[config.mk]
export PLATFORM = sky130hd
export DESIGN_NAME = dual_buffer_tx_dma
export DESIGN_NICKNAME = d
export VERILOG_FILES = /design/src/tx_dma_pkg.sv /design/src/dual_buffer_tx_dma.sv
export SDC_FILE = /design/constraint.sdc
export NUM_CORES = 1
export LEC_CHECK = 0
export BUFFER_PORTS_ARGS = -buffer_cell sky130_fd_sc_hd__buf_2
export CAP_MARGIN = 20
export CORE_MARGIN = 2
export CORE_UTILIZATION = 56
export CTS_BUF_LIST = sky130_fd_sc_hd__clkbuf_16
export DETAILED_ROUTE_END_ITERATION = 10
export PLACE_DENSITY = 0.77
export SETUP_SLACK_MARGIN = 0.1
export SLEW_MARGIN = 10
export SYNTH_ARGS = -nofsm -noshare
export SYNTH_HDL_FRONTEND = slang
export SYNTH_SLANG_ARGS = --single-unit
[constraint.sdc]
create_clock -name ref_clk_i -period 3.5 [get_ports ref_clk_i]
set_input_delay 0.35 -clock ref_clk_i [delete_from_list [all_inputs] [get_ports ref_clk_i]]
set_output_delay 0.35 -clock ref_clk_i [all_outputs]
set_load 0.005 [all_outputs]
[src/tx_dma_pkg.sv]
// Constants and types of the dual-buffer transmit DMA block
package tx_dma_pkg;

  // Register byte offsets on the slave port
  localparam logic [7:0] OFS_A_START = 8'h00;
  localparam logic [7:0] OFS_A_LEN   = 8'h04;
  localparam logic [7:0] OFS_A_STATE = 8'h08;
  localparam logic [7:0] OFS_B_START = 8'h0c;
  localparam logic [7:0] OFS_B_LEN   = 8'h10;
  localparam logic [7:0] OFS_B_STATE = 8'h14;
  localparam logic [7:0] OFS_POLY    = 8'h18;
  localparam logic [7:0] OFS_CMD     = 8'h1c;
  localparam logic [7:0] OFS_CUR_PTR = 8'h20;
  localparam logic [7:0] OFS_DBS     = 8'h24;
  localparam logic [7:0] OFS_CAUSE   = 8'h28;
  localparam logic [7:0] OFS_RETRY   = 8'h2c;
  localparam logic [7:0] OFS_MODE    = 8'h30;

  // Buffer state register fields
  localparam int STATE_W    = 6;
  localparam int OWN_BIT    = 0;
  localparam int DONE_BIT   = 1;
  localparam int EOF_BIT    = 2;
  localparam int CRC_BIT    = 3;
  localparam int IRQ_BIT    = 4;
  localparam int APPEND_BIT = 5;

  // Interrupt cause fields
  localparam int CAUSE_W    = 3;
  localparam int CAUSE_DONE = 0;
  localparam int CAUSE_EOF  = 1;
  localparam int CAUSE_BERR = 2;

  // Buffer-state summary fields
  localparam int DBS_TX_NEXT = 0;
  localparam int DBS_BUSY    = 1;
  localparam int DBS_RX_NEXT = 2;
  localparam int DBS_SUSP    = 3;

  localparam int CMD_FINISH = 0;
  localparam int MODE_ASYNC = 0;
  localparam int POLY_W     = 2;

  localparam logic [7:0]  RESET_RETRY = 8'h00;
  localparam logic [31:0] RESET_WORD  = 32'h0000_0000;

  typedef enum logic [2:0] {
    S_IDLE   = 3'b000,
    S_LOAD   = 3'b001,
    S_BREQ   = 3'b010,
    S_XFER   = 3'b011,
    S_DRAIN  = 3'b100,
    S_END    = 3'b101,
    S_APPEND = 3'b110,
    S_SUSP   = 3'b111
  } dma_state_type;

  typedef struct packed {
    logic [7:0]        data;
    logic              sof;
    logic              eof;
    logic              crc_en;
    logic [POLY_W-1:0] poly;
  } tx_byte_type;

  typedef struct packed {
    logic        req;
    logic        rd;
    logic        word;
    logic [31:0] addr;
  } mem_cmd_type;

endpackage : tx_dma_pkg

[src/dual_buffer_tx_dma.sv]
// Dual-buffer transmit DMA channel with Avalon-MM register slave
`timescale 1ns/100ps
`default_nettype none

// Contract
// - On bus error, end the current memory cycle and drop the bus request.
// - On bus error, restore pointer, count and staged bytes from burst start.
// - Nonzero retry count at bus error: decrement and retry automatically.
// - Zero retry count at bus error: flag bus error and suspend until cleared.
// - Separate A and B transmit descriptors, each with its own ownership flag.
// - Ownership flag one means device holds buffer, zero means host holds it.
// - Nobody seizes a buffer; only the holder hands it to the other party.
// - Separate next-buffer indicators for transmit and receive.
// - Accepting a buffer flips next; finishing returns it, then accepts other.
// - First buffer of a frame marks start of frame on its first byte.
// - End-of-frame buffer tags its last byte so CRC and closing are added; an appending buffer A tags no byte.
// - Buffer without end-of-frame continues the frame without restart; after an appending buffer A the next buffer starts a new frame.
// - Host supplies end-of-frame on transmit, device sets it on receive.
// - Device works on copies of start and length, registers stay unchanged.
// - CRC enable and polynomial select travel with every byte of the buffer.
// - Buffer with interrupt-request bit raises a host interrupt when done.
// - Word fetch when aligned; misaligned chained buffer falls back to bytes.
// - Append only on buffer A and only in asynchronous mode.
// - Full 16-bit length write during append triggers more transmission.
// - Append finish command completes buffer A, clears ownership, interrupts.
// - One ownership period moves at most the burst size of bytes.
module dual_buffer_tx_dma
  import tx_dma_pkg::*;
#(
  parameter int BURST_BYTES = 16
) (
  input  wire logic        ref_clk_i,         // System clock
  input  wire logic        srst_i,            // Synchronous reset, high
  input  wire logic [7:0]  avs_address_i,     // Register byte address
  input  wire logic        avs_read_i,        // Register read
  input  wire logic        avs_write_i,       // Register write
  input  wire logic [31:0] avs_writedata_i,   // Register write data
  input  wire logic [3:0]  avs_byteenable_i,  // Write byte lanes
  output logic      [31:0] avs_readdata_o,    // Register read data
  output logic             avs_waitrequest_o, // Slave stall
  output logic             mem_req_o,         // Memory bus request
  input  wire logic        mem_grant_i,       // Memory bus granted
  output logic             mem_rd_o,          // Memory read strobe
  output logic             mem_word_o,        // Two-byte transfer
  output logic      [31:0] mem_addr_o,        // Memory byte address
  input  wire logic [15:0] mem_rdata_i,       // Memory read data
  input  wire logic        mem_ack_i,         // Memory cycle done
  input  wire logic        mem_err_i,         // Memory bus error
  output tx_byte_type      tx_byte_o,         // Byte to transmitter
  output logic             tx_valid_o,        // Byte valid
  input  wire logic        tx_ready_i,        // Transmitter accepts
  input  wire logic        rx_buf_switch_i,   // Receiver changed buffer
  output logic             buf_irq_o,         // Buffer done event
  output logic             berr_irq_o         // Bus error event
);

  localparam logic [4:0] BURST = 5'(BURST_BYTES);
  localparam logic [4:0] ONE5  = 5'h01;
  localparam logic [4:0] TWO5  = 5'h02;

  typedef struct packed {
    dma_state_type          st;
    logic                   waitreq;
    logic [31:0]            rdata;
    logic [31:0]            a_start;
    logic [31:0]            b_start;
    logic [15:0]            a_len;
    logic [15:0]            b_len;
    logic [STATE_W-1:0]     a_state;
    logic [STATE_W-1:0]     b_state;
    logic [POLY_W-1:0]      poly;
    logic                   finish;
    logic                   async_mode;
    logic [7:0]             retry;
    logic [CAUSE_W-1:0]     cause;
    logic                   tx_next;
    logic                   rx_next;
    logic                   busy;
    logic                   cur_b;
    logic                   new_frame;
    logic                   sof_pend;
    logic [31:0]            ptr;
    logic [15:0]            clen;
    logic [15:0]            sent;
    logic                   phase;
    logic                   mis;
    logic [31:0]            snap_ptr;
    logic [15:0]            snap_sent;
    logic                   snap_phase;
    logic [15:0][7:0]       stage;
    logic [4:0]             scnt;
    logic [4:0]             didx;
    mem_cmd_type            mem;
    tx_byte_type            txb;
    logic                   tx_valid;
    logic                   buf_irq;
    logic                   berr_irq;
  } state_type;

  state_type r;
  state_type next_r;

  function automatic logic [31:0] merge(input logic [31:0] old,
                                        input logic [31:0] wd,
                                        input logic [3:0]  be);
    logic [31:0] res;
    res = old;
    for (int i = 0; i < 4; i++) begin
      if (be[i]) begin
        res[i*8 +: 8] = wd[i*8 +: 8];
      end
    end
    return res;
  endfunction : merge

  function automatic logic [31:0] read_mux(input state_type s, input logic [7:0] a);
    logic [31:0] v;
    v = RESET_WORD;
    case (a)
      OFS_A_START: v = s.a_start;
      OFS_A_LEN:   v[15:0] = s.a_len;
      OFS_A_STATE: v[STATE_W-1:0] = s.a_state;
      OFS_B_START: v = s.b_start;
      OFS_B_LEN:   v[15:0] = s.b_len;
      OFS_B_STATE: v[STATE_W-1:0] = s.b_state;
      OFS_POLY:    v[POLY_W-1:0] = s.poly;
      OFS_CMD:     v[CMD_FINISH] = s.finish;
      OFS_CUR_PTR: v = s.ptr;
      OFS_DBS: begin
        v[DBS_TX_NEXT] = s.tx_next;
        v[DBS_BUSY]    = s.busy;
        v[DBS_RX_NEXT] = s.rx_next;
        v[DBS_SUSP]    = (s.st == S_SUSP);
      end
      OFS_CAUSE:   v[CAUSE_W-1:0] = s.cause;
      OFS_RETRY:   v[7:0] = s.retry;
      OFS_MODE:    v[MODE_ASYNC] = s.async_mode;
      default:     v = RESET_WORD;
    endcase
    return v;
  endfunction : read_mux

  logic [31:0]        wmerge;
  logic               wr;
  logic               appending;
  logic [STATE_W-1:0] cur_state;
  logic [15:0]        rem;
  logic               word_ok;
  logic [4:0]         step;
  logic               last_out;

  always_comb begin
    next_r    = r;
    wmerge    = merge(read_mux(r, avs_address_i), avs_writedata_i, avs_byteenable_i);
    wr        = avs_write_i && !r.waitreq;
    appending = r.a_state[APPEND_BIT] && r.async_mode && !r.cur_b;
    cur_state = r.cur_b ? r.b_state : r.a_state;
    rem       = r.clen - r.sent;
    word_ok   = !r.mis && !r.ptr[0] && (rem >= 16'h0002) && (r.scnt <= BURST - TWO5);
    step      = r.mem.word ? TWO5 : ONE5;
    last_out  = (r.didx + ONE5 == r.scnt) && (rem == 16'h0000);
    next_r.buf_irq  = 1'b0;
    next_r.berr_irq = 1'b0;

    // Slave: one wait cycle, read data captured on the same edge that drops waitrequest
    if ((avs_read_i || avs_write_i) && r.waitreq) begin
      next_r.waitreq = 1'b0;
      next_r.rdata   = read_mux(r, avs_address_i);
    end else begin
      next_r.waitreq = 1'b1;
    end

    if (wr) begin
      case (avs_address_i)
        OFS_A_START: begin
          if (!(r.a_state[APPEND_BIT] && r.a_state[OWN_BIT])) begin
            next_r.a_start = wmerge;
          end
        end
        OFS_A_LEN: begin
          if (!appending || !r.a_state[OWN_BIT] || (avs_byteenable_i[1:0] == 2'h3)) begin
            next_r.a_len = wmerge[15:0];
          end
        end
        OFS_A_STATE: begin
          if (!r.a_state[OWN_BIT]) begin
            next_r.a_state = wmerge[STATE_W-1:0];
          end
        end
        OFS_B_START: next_r.b_start = wmerge;
        OFS_B_LEN:   next_r.b_len = wmerge[15:0];
        OFS_B_STATE: begin
          if (!r.b_state[OWN_BIT]) begin
            next_r.b_state = wmerge[STATE_W-1:0];
          end
        end
        OFS_POLY:  next_r.poly = wmerge[POLY_W-1:0];
        OFS_CMD: begin
          if (avs_byteenable_i[0] && avs_writedata_i[CMD_FINISH]) begin
            next_r.finish = 1'b1;
          end
        end
        OFS_CAUSE: begin
          if (avs_byteenable_i[0]) begin
            next_r.cause = r.cause & ~avs_writedata_i[CAUSE_W-1:0];
          end
        end
        OFS_RETRY: next_r.retry = wmerge[7:0];
        OFS_MODE:  next_r.async_mode = wmerge[MODE_ASYNC];
        default: begin
        end
      endcase
    end

    if (rx_buf_switch_i) begin
      next_r.rx_next = ~r.rx_next;
    end

    case (r.st)
      S_IDLE: begin
        next_r.mem = '0;
        if (r.tx_next ? r.b_state[OWN_BIT] : r.a_state[OWN_BIT]) begin
          next_r.cur_b   = r.tx_next;
          next_r.tx_next = ~r.tx_next;
          next_r.st      = S_LOAD;
        end
      end
      S_LOAD: begin
        next_r.ptr  = r.cur_b ? r.b_start : r.a_start;
        next_r.clen = r.cur_b ? r.b_len : r.a_len;
        next_r.sent = 16'h0000;
        next_r.busy = 1'b1;
        if (r.new_frame) begin
          next_r.sof_pend = 1'b1;
          next_r.phase    = 1'b0;
          next_r.mis      = r.cur_b ? r.b_start[0] : r.a_start[0];
        end else begin
          next_r.mis = (r.cur_b ? r.b_start[0] : r.a_start[0]) != r.phase;
        end
        next_r.new_frame = 1'b0;
        next_r.st        = S_BREQ;
      end
      S_BREQ: begin
        if (rem == 16'h0000) begin
          next_r.mem.req = 1'b0;
          next_r.st      = appending ? S_APPEND : S_END;
        end else begin
          next_r.mem.req = 1'b1;
          if (r.mem.req && mem_grant_i) begin
            next_r.snap_ptr   = r.ptr;
            next_r.snap_sent  = r.sent;
            next_r.snap_phase = r.phase;
            next_r.scnt       = 5'h00;
            next_r.st         = S_XFER;
          end
        end
      end
      S_XFER: begin
        if (r.mem.rd && mem_err_i) begin
          next_r.mem   = '0;
          next_r.ptr   = r.snap_ptr;
          next_r.sent  = r.snap_sent;
          next_r.phase = r.snap_phase;
          next_r.scnt  = 5'h00;
          if (r.retry != 8'h00) begin
            next_r.retry = r.retry - 8'h01;
            next_r.st    = S_BREQ;
          end else begin
            next_r.berr_irq = 1'b1;
            next_r.st       = S_SUSP;
          end
        end else if (r.mem.rd && mem_ack_i) begin
          next_r.mem.rd = 1'b0;
          if (r.mem.word) begin
            next_r.stage[r.scnt[3:0]]        = mem_rdata_i[15:8];
            next_r.stage[r.scnt[3:0] + 4'h1] = mem_rdata_i[7:0];
          end else begin
            next_r.stage[r.scnt[3:0]] = r.ptr[0] ? mem_rdata_i[7:0] : mem_rdata_i[15:8];
          end
          next_r.ptr   = r.ptr + 32'(step);
          next_r.sent  = r.sent + 16'(step);
          next_r.phase = r.phase ^ !r.mem.word;
          next_r.scnt  = r.scnt + step;
          if ((r.scnt + step >= BURST) || (rem == 16'(step))) begin
            next_r.mem.req = 1'b0;
            next_r.didx    = 5'h00;
            next_r.st      = S_DRAIN;
          end
        end else if (!r.mem.rd) begin
          next_r.mem.rd   = 1'b1;
          next_r.mem.addr = r.ptr;
          next_r.mem.word = word_ok;
        end
      end
      S_DRAIN: begin
        if (!r.tx_valid || tx_ready_i) begin
          if (r.didx < r.scnt) begin
            next_r.txb.data   = r.stage[r.didx[3:0]];
            next_r.txb.sof    = r.sof_pend;
            next_r.txb.eof    = last_out && cur_state[EOF_BIT] && !appending;
            next_r.txb.crc_en = cur_state[CRC_BIT];
            next_r.txb.poly   = r.poly;
            next_r.tx_valid   = 1'b1;
            next_r.sof_pend   = 1'b0;
            next_r.didx       = r.didx + ONE5;
          end else begin
            next_r.tx_valid = 1'b0;
            next_r.st       = S_BREQ;
          end
        end
      end
      S_APPEND: begin
        if (r.a_len != r.clen) begin
          next_r.clen = r.a_len;
          next_r.st   = S_BREQ;
        end else if (r.finish) begin
          next_r.st = S_END;
        end
      end
      S_END: begin
        next_r.busy   = 1'b0;
        next_r.finish = 1'b0;
        if (r.cur_b) begin
          next_r.b_state[OWN_BIT]  = 1'b0;
          next_r.b_state[DONE_BIT] = 1'b1;
        end else begin
          next_r.a_state[OWN_BIT]  = 1'b0;
          next_r.a_state[DONE_BIT] = 1'b1;
        end
        next_r.new_frame = cur_state[EOF_BIT] || appending;
        next_r.buf_irq   = cur_state[IRQ_BIT] || appending;
        next_r.st        = S_IDLE;
      end
      S_SUSP: begin
        next_r.mem = '0;
        if (!r.cause[CAUSE_BERR]) begin
          next_r.st = S_BREQ;
        end
      end
      default: next_r.st = S_IDLE;
    endcase

    // Hardware events set after the host clear, so a coincident event wins
    if (r.st == S_END) begin
      next_r.cause[CAUSE_DONE] = 1'b1;
      next_r.cause[CAUSE_EOF]  = next_r.cause[CAUSE_EOF] | cur_state[EOF_BIT];
    end
    if (next_r.berr_irq) begin
      next_r.cause[CAUSE_BERR] = 1'b1;
    end
  end

  always_ff @(posedge ref_clk_i) begin
    if (srst_i) begin
      r            <= '0;
      r.st         <= S_IDLE;
      r.waitreq    <= 1'b1;
      r.retry      <= RESET_RETRY;
      r.new_frame  <= 1'b1;
    end else begin
      r <= next_r;
    end
  end

  assign avs_readdata_o    = r.rdata;
  assign avs_waitrequest_o = r.waitreq;
  assign mem_req_o         = r.mem.req;
  assign mem_rd_o          = r.mem.rd;
  assign mem_word_o        = r.mem.word;
  assign mem_addr_o        = r.mem.addr;
  assign tx_byte_o         = r.txb;
  assign tx_valid_o        = r.tx_valid;
  assign buf_irq_o         = r.buf_irq;
  assign berr_irq_o        = r.berr_irq;

endmodule : dual_buffer_tx_dma

`default_nettype wire

# After elaboration in Yosys (flattened, before gate mapping)
# Index checks and enable logic that the tools add are counted.
# word_totals
in_bits,69
ff_bits,469
output_inout_bits,84
# classes
add_sub_neg,7
n_reduce_logical,78
magnitude_cmp,9
bitwise_logic,12
eq_ne,42
mux,105
# ops
op,n
bitwise mux 128 bit,3
two-way mux 128 bit,1
two-way mux 32 bit,3
two-way mux 8 bit,12
case mux 34 bit (2 select lines),1
two-way mux 33 bit,2
demux 8 bit (select 4 bit),2
case mux 32 bit (2 select lines),1
two-way mux 16 bit,3
case mux 16 bit (3 select lines),1
two-way mux 3 bit,14
== test 8 x 6 -> 1 bit (second input constant),5
case mux 8 bit (5 select lines),1
AND reduction 3 bit,13
two-way mux 35 bit,1
two-way mux 5 bit,7
two-way mux 17 bit,2
case mux 17 bit (2 select lines),1
adder 32 x 2 -> 32 bit,1
binary-select mux 8 bit (select 4 bit),1
== test 8 x 5 -> 1 bit (second input constant),4
case mux 16 bit (2 select lines),1
nonzero test 2 bit,13
inequality test 2 bit (second input constant),12
58 further kinds,148

# Logic depth before layout (Yosys ltp)
# depth
depth_word,9
depth_mapped,14
depth_no_buf,12

# Worst setup path before layout
# Ideal clock, no wire load.
# synth_timing
path_kind,reg-to-reg
start,"register r, in the netlist mem_word_o"
end,register r[294] in the netlist's numbering
stages_incl_launch_ff,15
setup_slack_ps,-197
n_path_buf,2
t_arrival_ps,3611
setup_time_ps,86
path_cell_list,dfxtp_1 -> clkbuf_1 -> inv_2 -> clkbuf_1 -> ha_1 -> inv_1 -> fa_1 -> nand3b_1 -> or4_1 -> nor3b_2 -> and4_1 -> xnor2_1 -> a21oi_1 -> a21oi_1 -> a211oi_1
# synth_between
elab_chain_cells,5
# synth_rtl
element,line_no,text
from (decl),dual_buffer_tx_dma.sv:100,state_type r;
from (signal assigned),dual_buffer_tx_dma.sv:361,r <= next_r;
two-way mux 2 bit,dual_buffer_tx_dma.sv:160,step = r.mem.word ? TWO5 : ONE5;
adder 32 x 2 -> 32 bit,dual_buffer_tx_dma.sv:280,next_r.ptr = r.ptr + 32'(step);
two-way mux 32 bit,dual_buffer_tx_dma.sv:272,end else if (r.mem.rd && mem_ack_i) begin
two-way mux 32 bit,dual_buffer_tx_dma.sv:259,if (r.mem.rd && mem_err_i) begin
case mux 32 bit (2 select lines),dual_buffer_tx_dma.sv:219,case (r.st)
# No other way between the ends. The select of a mux whose other input is x is not followed.
# A chain may end at the register's enable or synchronous reset.

# Final worst setup path
# layout_timing
start,register r[256] in the netlist's numbering
end,register r[466] in the netlist's numbering
# layout_between
elab_chain_cells,5
word_cells_on_any_way,12
classes_between,add/sub (1); eq/ne (5); mux (3); reduce/logical (3)
# layout_rtl
element,line_no,text
subtractor 16 bit,dual_buffer_tx_dma.sv:158,rem = r.clen - r.sent;
== test 16 x 2 -> 1 bit,dual_buffer_tx_dma.sv:284,if ((r.scnt + step >= BURST) || (rem == 16'(step))) begin
logical OR 1 bit,dual_buffer_tx_dma.sv:284,
inequality test 3 bit (no line),n/a,
AND reduction 8 bit (no line),n/a,
# Parallel ways exist; a longest one is shown, timed or not.

==> metrics <==
drt wl/cell=22.50 um; Setup TNS=0 ns; # IOs=153; clock sinks=469; grt ovf=0; Row Count=79; PnR worst setup slack=0.1830 ns; Clock Latency Late Sink=0.61 ns; Core Area=46260 um^2; Starting Density=56.40%; Die W=219.8 um; cell count along the critical path=12; pre-CTS setup slack=0.08926 ns; PortBufs=152; CP Data Required Time=3.98 ns; drt total wl=87800 um; # diodes=0; Clock Pin Slew Worst Setup and Hold Paths=0.06 ns; Post-synth EDFFs=0; die footprint=48330 um^2; gr usage total=35.26%; Final Hold Fails=0; Setup crit start kind=flop; area of the multi-input gates=14710 um^2; FILL cells=4020; first-pass GRT wire length=134900 um; peak supply drop=0.4195 mV; Clock Path Buffers=3; Mapped Cells=3343; DP Area=26680 um^2; Worst Hold Depth=3; Max Clock Skew=0.02654 ns; design area=28300 um^2; CP Buf/Inv Count=2; H-tree levels=2; PD cells=525.7 nW/um^2; crit end category=flop; hpwl dp=59300 um; CTS root buffer=clkbuf_16; final worst-path cycle share=94.77%; critical path class=reg -> reg; via count=26030; Crit path top cell by count=and4_4; DRT Pass-1 Iters=8; status=finished clean; register area=9393 um^2; dominant synthesized flop cell=dfxtp_1; Worst slew margin=25.34%; 1st-iter DRT viols=3224; DRC=0; critical path fanouts, max=27; Die Ht=219.8 um; commonest non-fill, non-tap cell in the layout=nor2_1; share of cells above drive strength 1=13.32%; Nets=3361; synthesized net count=3444; Final Setup Violations=0; Arrival @ worst endpoint=3.80 ns; total CTS buffers=51; highest-count cells in the layout ignoring fill and taps=564 x nor2_1, 466 x dfxtp_1, 371 x a21oi_1; Leak=9.455 nW; yosys warns=0; worst-margin pin slew=1.120 ns; Area Growth Syn to Fin=8.459%; crit path max-delay cell type=fa_1; CTS tree=done; Cell Area, Synth=26090 um^2; number of global-route vias before repair=23960; asr flop ratio synth=0%; vias per cell=6.671; antenna violations before repair=0; CP top delay family=compound AO/OA/AOI/OAI gates; Syn Area/Cell=7.804 um^2; post-synthesis sequential area ratio=35.99%; RSZ-0062 raised after global routing=yes; R2R depth=12; Synth cell types=84; final weighted congestion in routability-driven placement=0.9589; Crit path largest cell delay=0.41 ns; #FFs+latches synth=469; f_max=301.5 MHz; HP Class=in -> reg; Max-cap violations=0; pin count of the biggest net entering global routing=163; Final Max Tran Viols=0; crit path cell chain=inv_1, ha_1, fa_1, xnor2_1, a221oi_1, o221ai_1, a2111oi_1, and4_4, and4_4, buf_12, o2111ai_1, a41o_1; post-route minimum period=3.317 ns; Routed Antenna Nets=0
## final cells by class
| cell class | instances | share of cell area (%) |
|---|---|---|
| well taps | 607 | 2.684 |
| inverters | 67 | 0.8888 |
| flip-flops and latches | 469 | 33.19 |
| multi-input cells | 2406 | 51.97 |
| repair buffers | 265 | 5.987 |
| clock buffers | 52 | 4.599 |
| clock inverters | 36 | 0.6809 |
## stage by stage
stage | util [%] | total power, mW | hold slack [ns] | std cells
after detailed placement | 57.67 | 9.743 | 0.4507 | 3807
after global routing | 61.17 | 15.43 | 0.03192 | 3902
after floorplan | - | 8.480 | 0.4272 | 3343
after CTS | 61.02 | 14.70 | 0.01081 | 3898
after global placement | 57.67 | 9.701 | 0.4430 | 3807
final | 61.17 | 14.88 | 0.02299 | 3902
## worst register-to-register path: cells and delay by family, from the launching register on
kind / cells / cell delay [ns]
compound gates: 5 / 1.18
fa+ha+maj: 2 / 0.62
xor+xnor: 1 / 0.15
simple gates: 2 / 0.60
buf+inv: 2 / 0.28
flops: 1 / 0.36
## synth_stat cells, types with 8 or more instances
cell / n / area [um^2]
a31oi_1: 13 / 81.33
clkbuf_1: 263 / 987.2
a22o_1: 17 / 148.9
inv_1: 66 / 247.7
and2_1: 13 / 81.33
and4_1: 12 / 105.1
mux2_2: 16 / 180.2
nor3_1: 60 / 300.3
nand2b_1: 17 / 106.4
nor2_1: 569 / 2136
nor2b_1: 9 / 56.30
nand4_1: 15 / 93.84
buf_2: 37 / 185.2
nand2_1: 227 / 852.1
and3_1: 16 / 100.1
xor2_1: 19 / 166.4
a22oi_1: 185 / 1389
nand3_1: 128 / 640.6
ha_1: 28 / 350.3
o31ai_1: 8 / 60.06
dfxtp_1: 469 / 9389
mux2i_1: 63 / 630.6
nor2_2: 12 / 75.07
buf_1: 20 / 75.07
buf_4: 78 / 585.6
o21ai_1: 9 / 45.04
a311oi_1: 26 / 227.7
a221o_1: 10 / 100.1
nor4_1: 11 / 68.82
a222oi_1: 26 / 260.3
o211ai_1: 17 / 127.6
a211oi_1: 200 / 1501
a21o_1: 9 / 67.56
xnor2_1: 34 / 297.8
o22ai_1: 20 / 125.1
o21ai_0: 106 / 530.5
a21oi_1: 372 / 1862
mux4_2: 40 / 900.9
## power by group
| group | total [mW] | internal, mW | switching, mW |
|---|---|---|---|
| registers | 5.92 | 5.53 | 0.396 |
| logic | 3.95 | 1.43 | 2.52 |
| clock network | 5.00 | 2.74 | 2.27 |
## state kept, by name (all words and copies together) (netlist names)
signal	count
r	385
avs_readdata_o	32
mem_addr_o	32
tx_byte_o	13
avs_waitrequest_o	1
berr_irq_o	1
buf_irq_o	1
mem_rd_o	1
mem_req_o	1
mem_word_o	1
tx_valid_o	1
## metal layers
| layer | wire [um] | GRT usage [%] | vias up | part of all wire, % |
|---|---|---|---|---|
| li1 | - | - | 11880 | - |
| met1 | 33120 | 43.98 | 12330 | 38 |
| met2 | 40380 | 56.87 | 1497 | 46 |
| met3 | 8510 | 6.032 | 317 | 9.7 |
| met4 | 5788 | 21.68 | 0 | 6.6 |
| met5 | 0 | 0 | - | 0 |
## path summary, 6_finish.rpt
| kind | startpoint | to | slack [ns] |
|---|---|---|---|
| setup / recovery | r[256] | r[466] | 0.18 |
| hold / removal | avs_writedata_i[30] | r[399] | 0.02 |
| setup reg to reg | r[256] | r[466] | 0.18 |
| hold reg to reg | tx_byte_o[12] | tx_byte_o[12] | 0.46 |
## cells by family after synthesis
kind of cell	after synthesis	share of synthesized area (%)
AND/OR/NAND/NOR	1129	18.96
AO/OA/AOI/OAI	1072	26.97
flip-flops	469	35.99
buffers and inverters	468	8.047
multiplexers	120	6.604
XOR/XNOR	53	1.779
adder cells (fa/ha/maj)	32	1.650
## repair_timing
item                                   4_1_cts  5_1_grt
endpoints found under the hold margin        2        0
resized for setup                            2       10
setup endpoints to repair                    1       42
hold buffers                                 2        0
buffers inserted                             0        2
pin swaps                                    0        0
gates cloned                                 1        0
Note: power is estimated with default switching activity, not from simulation.
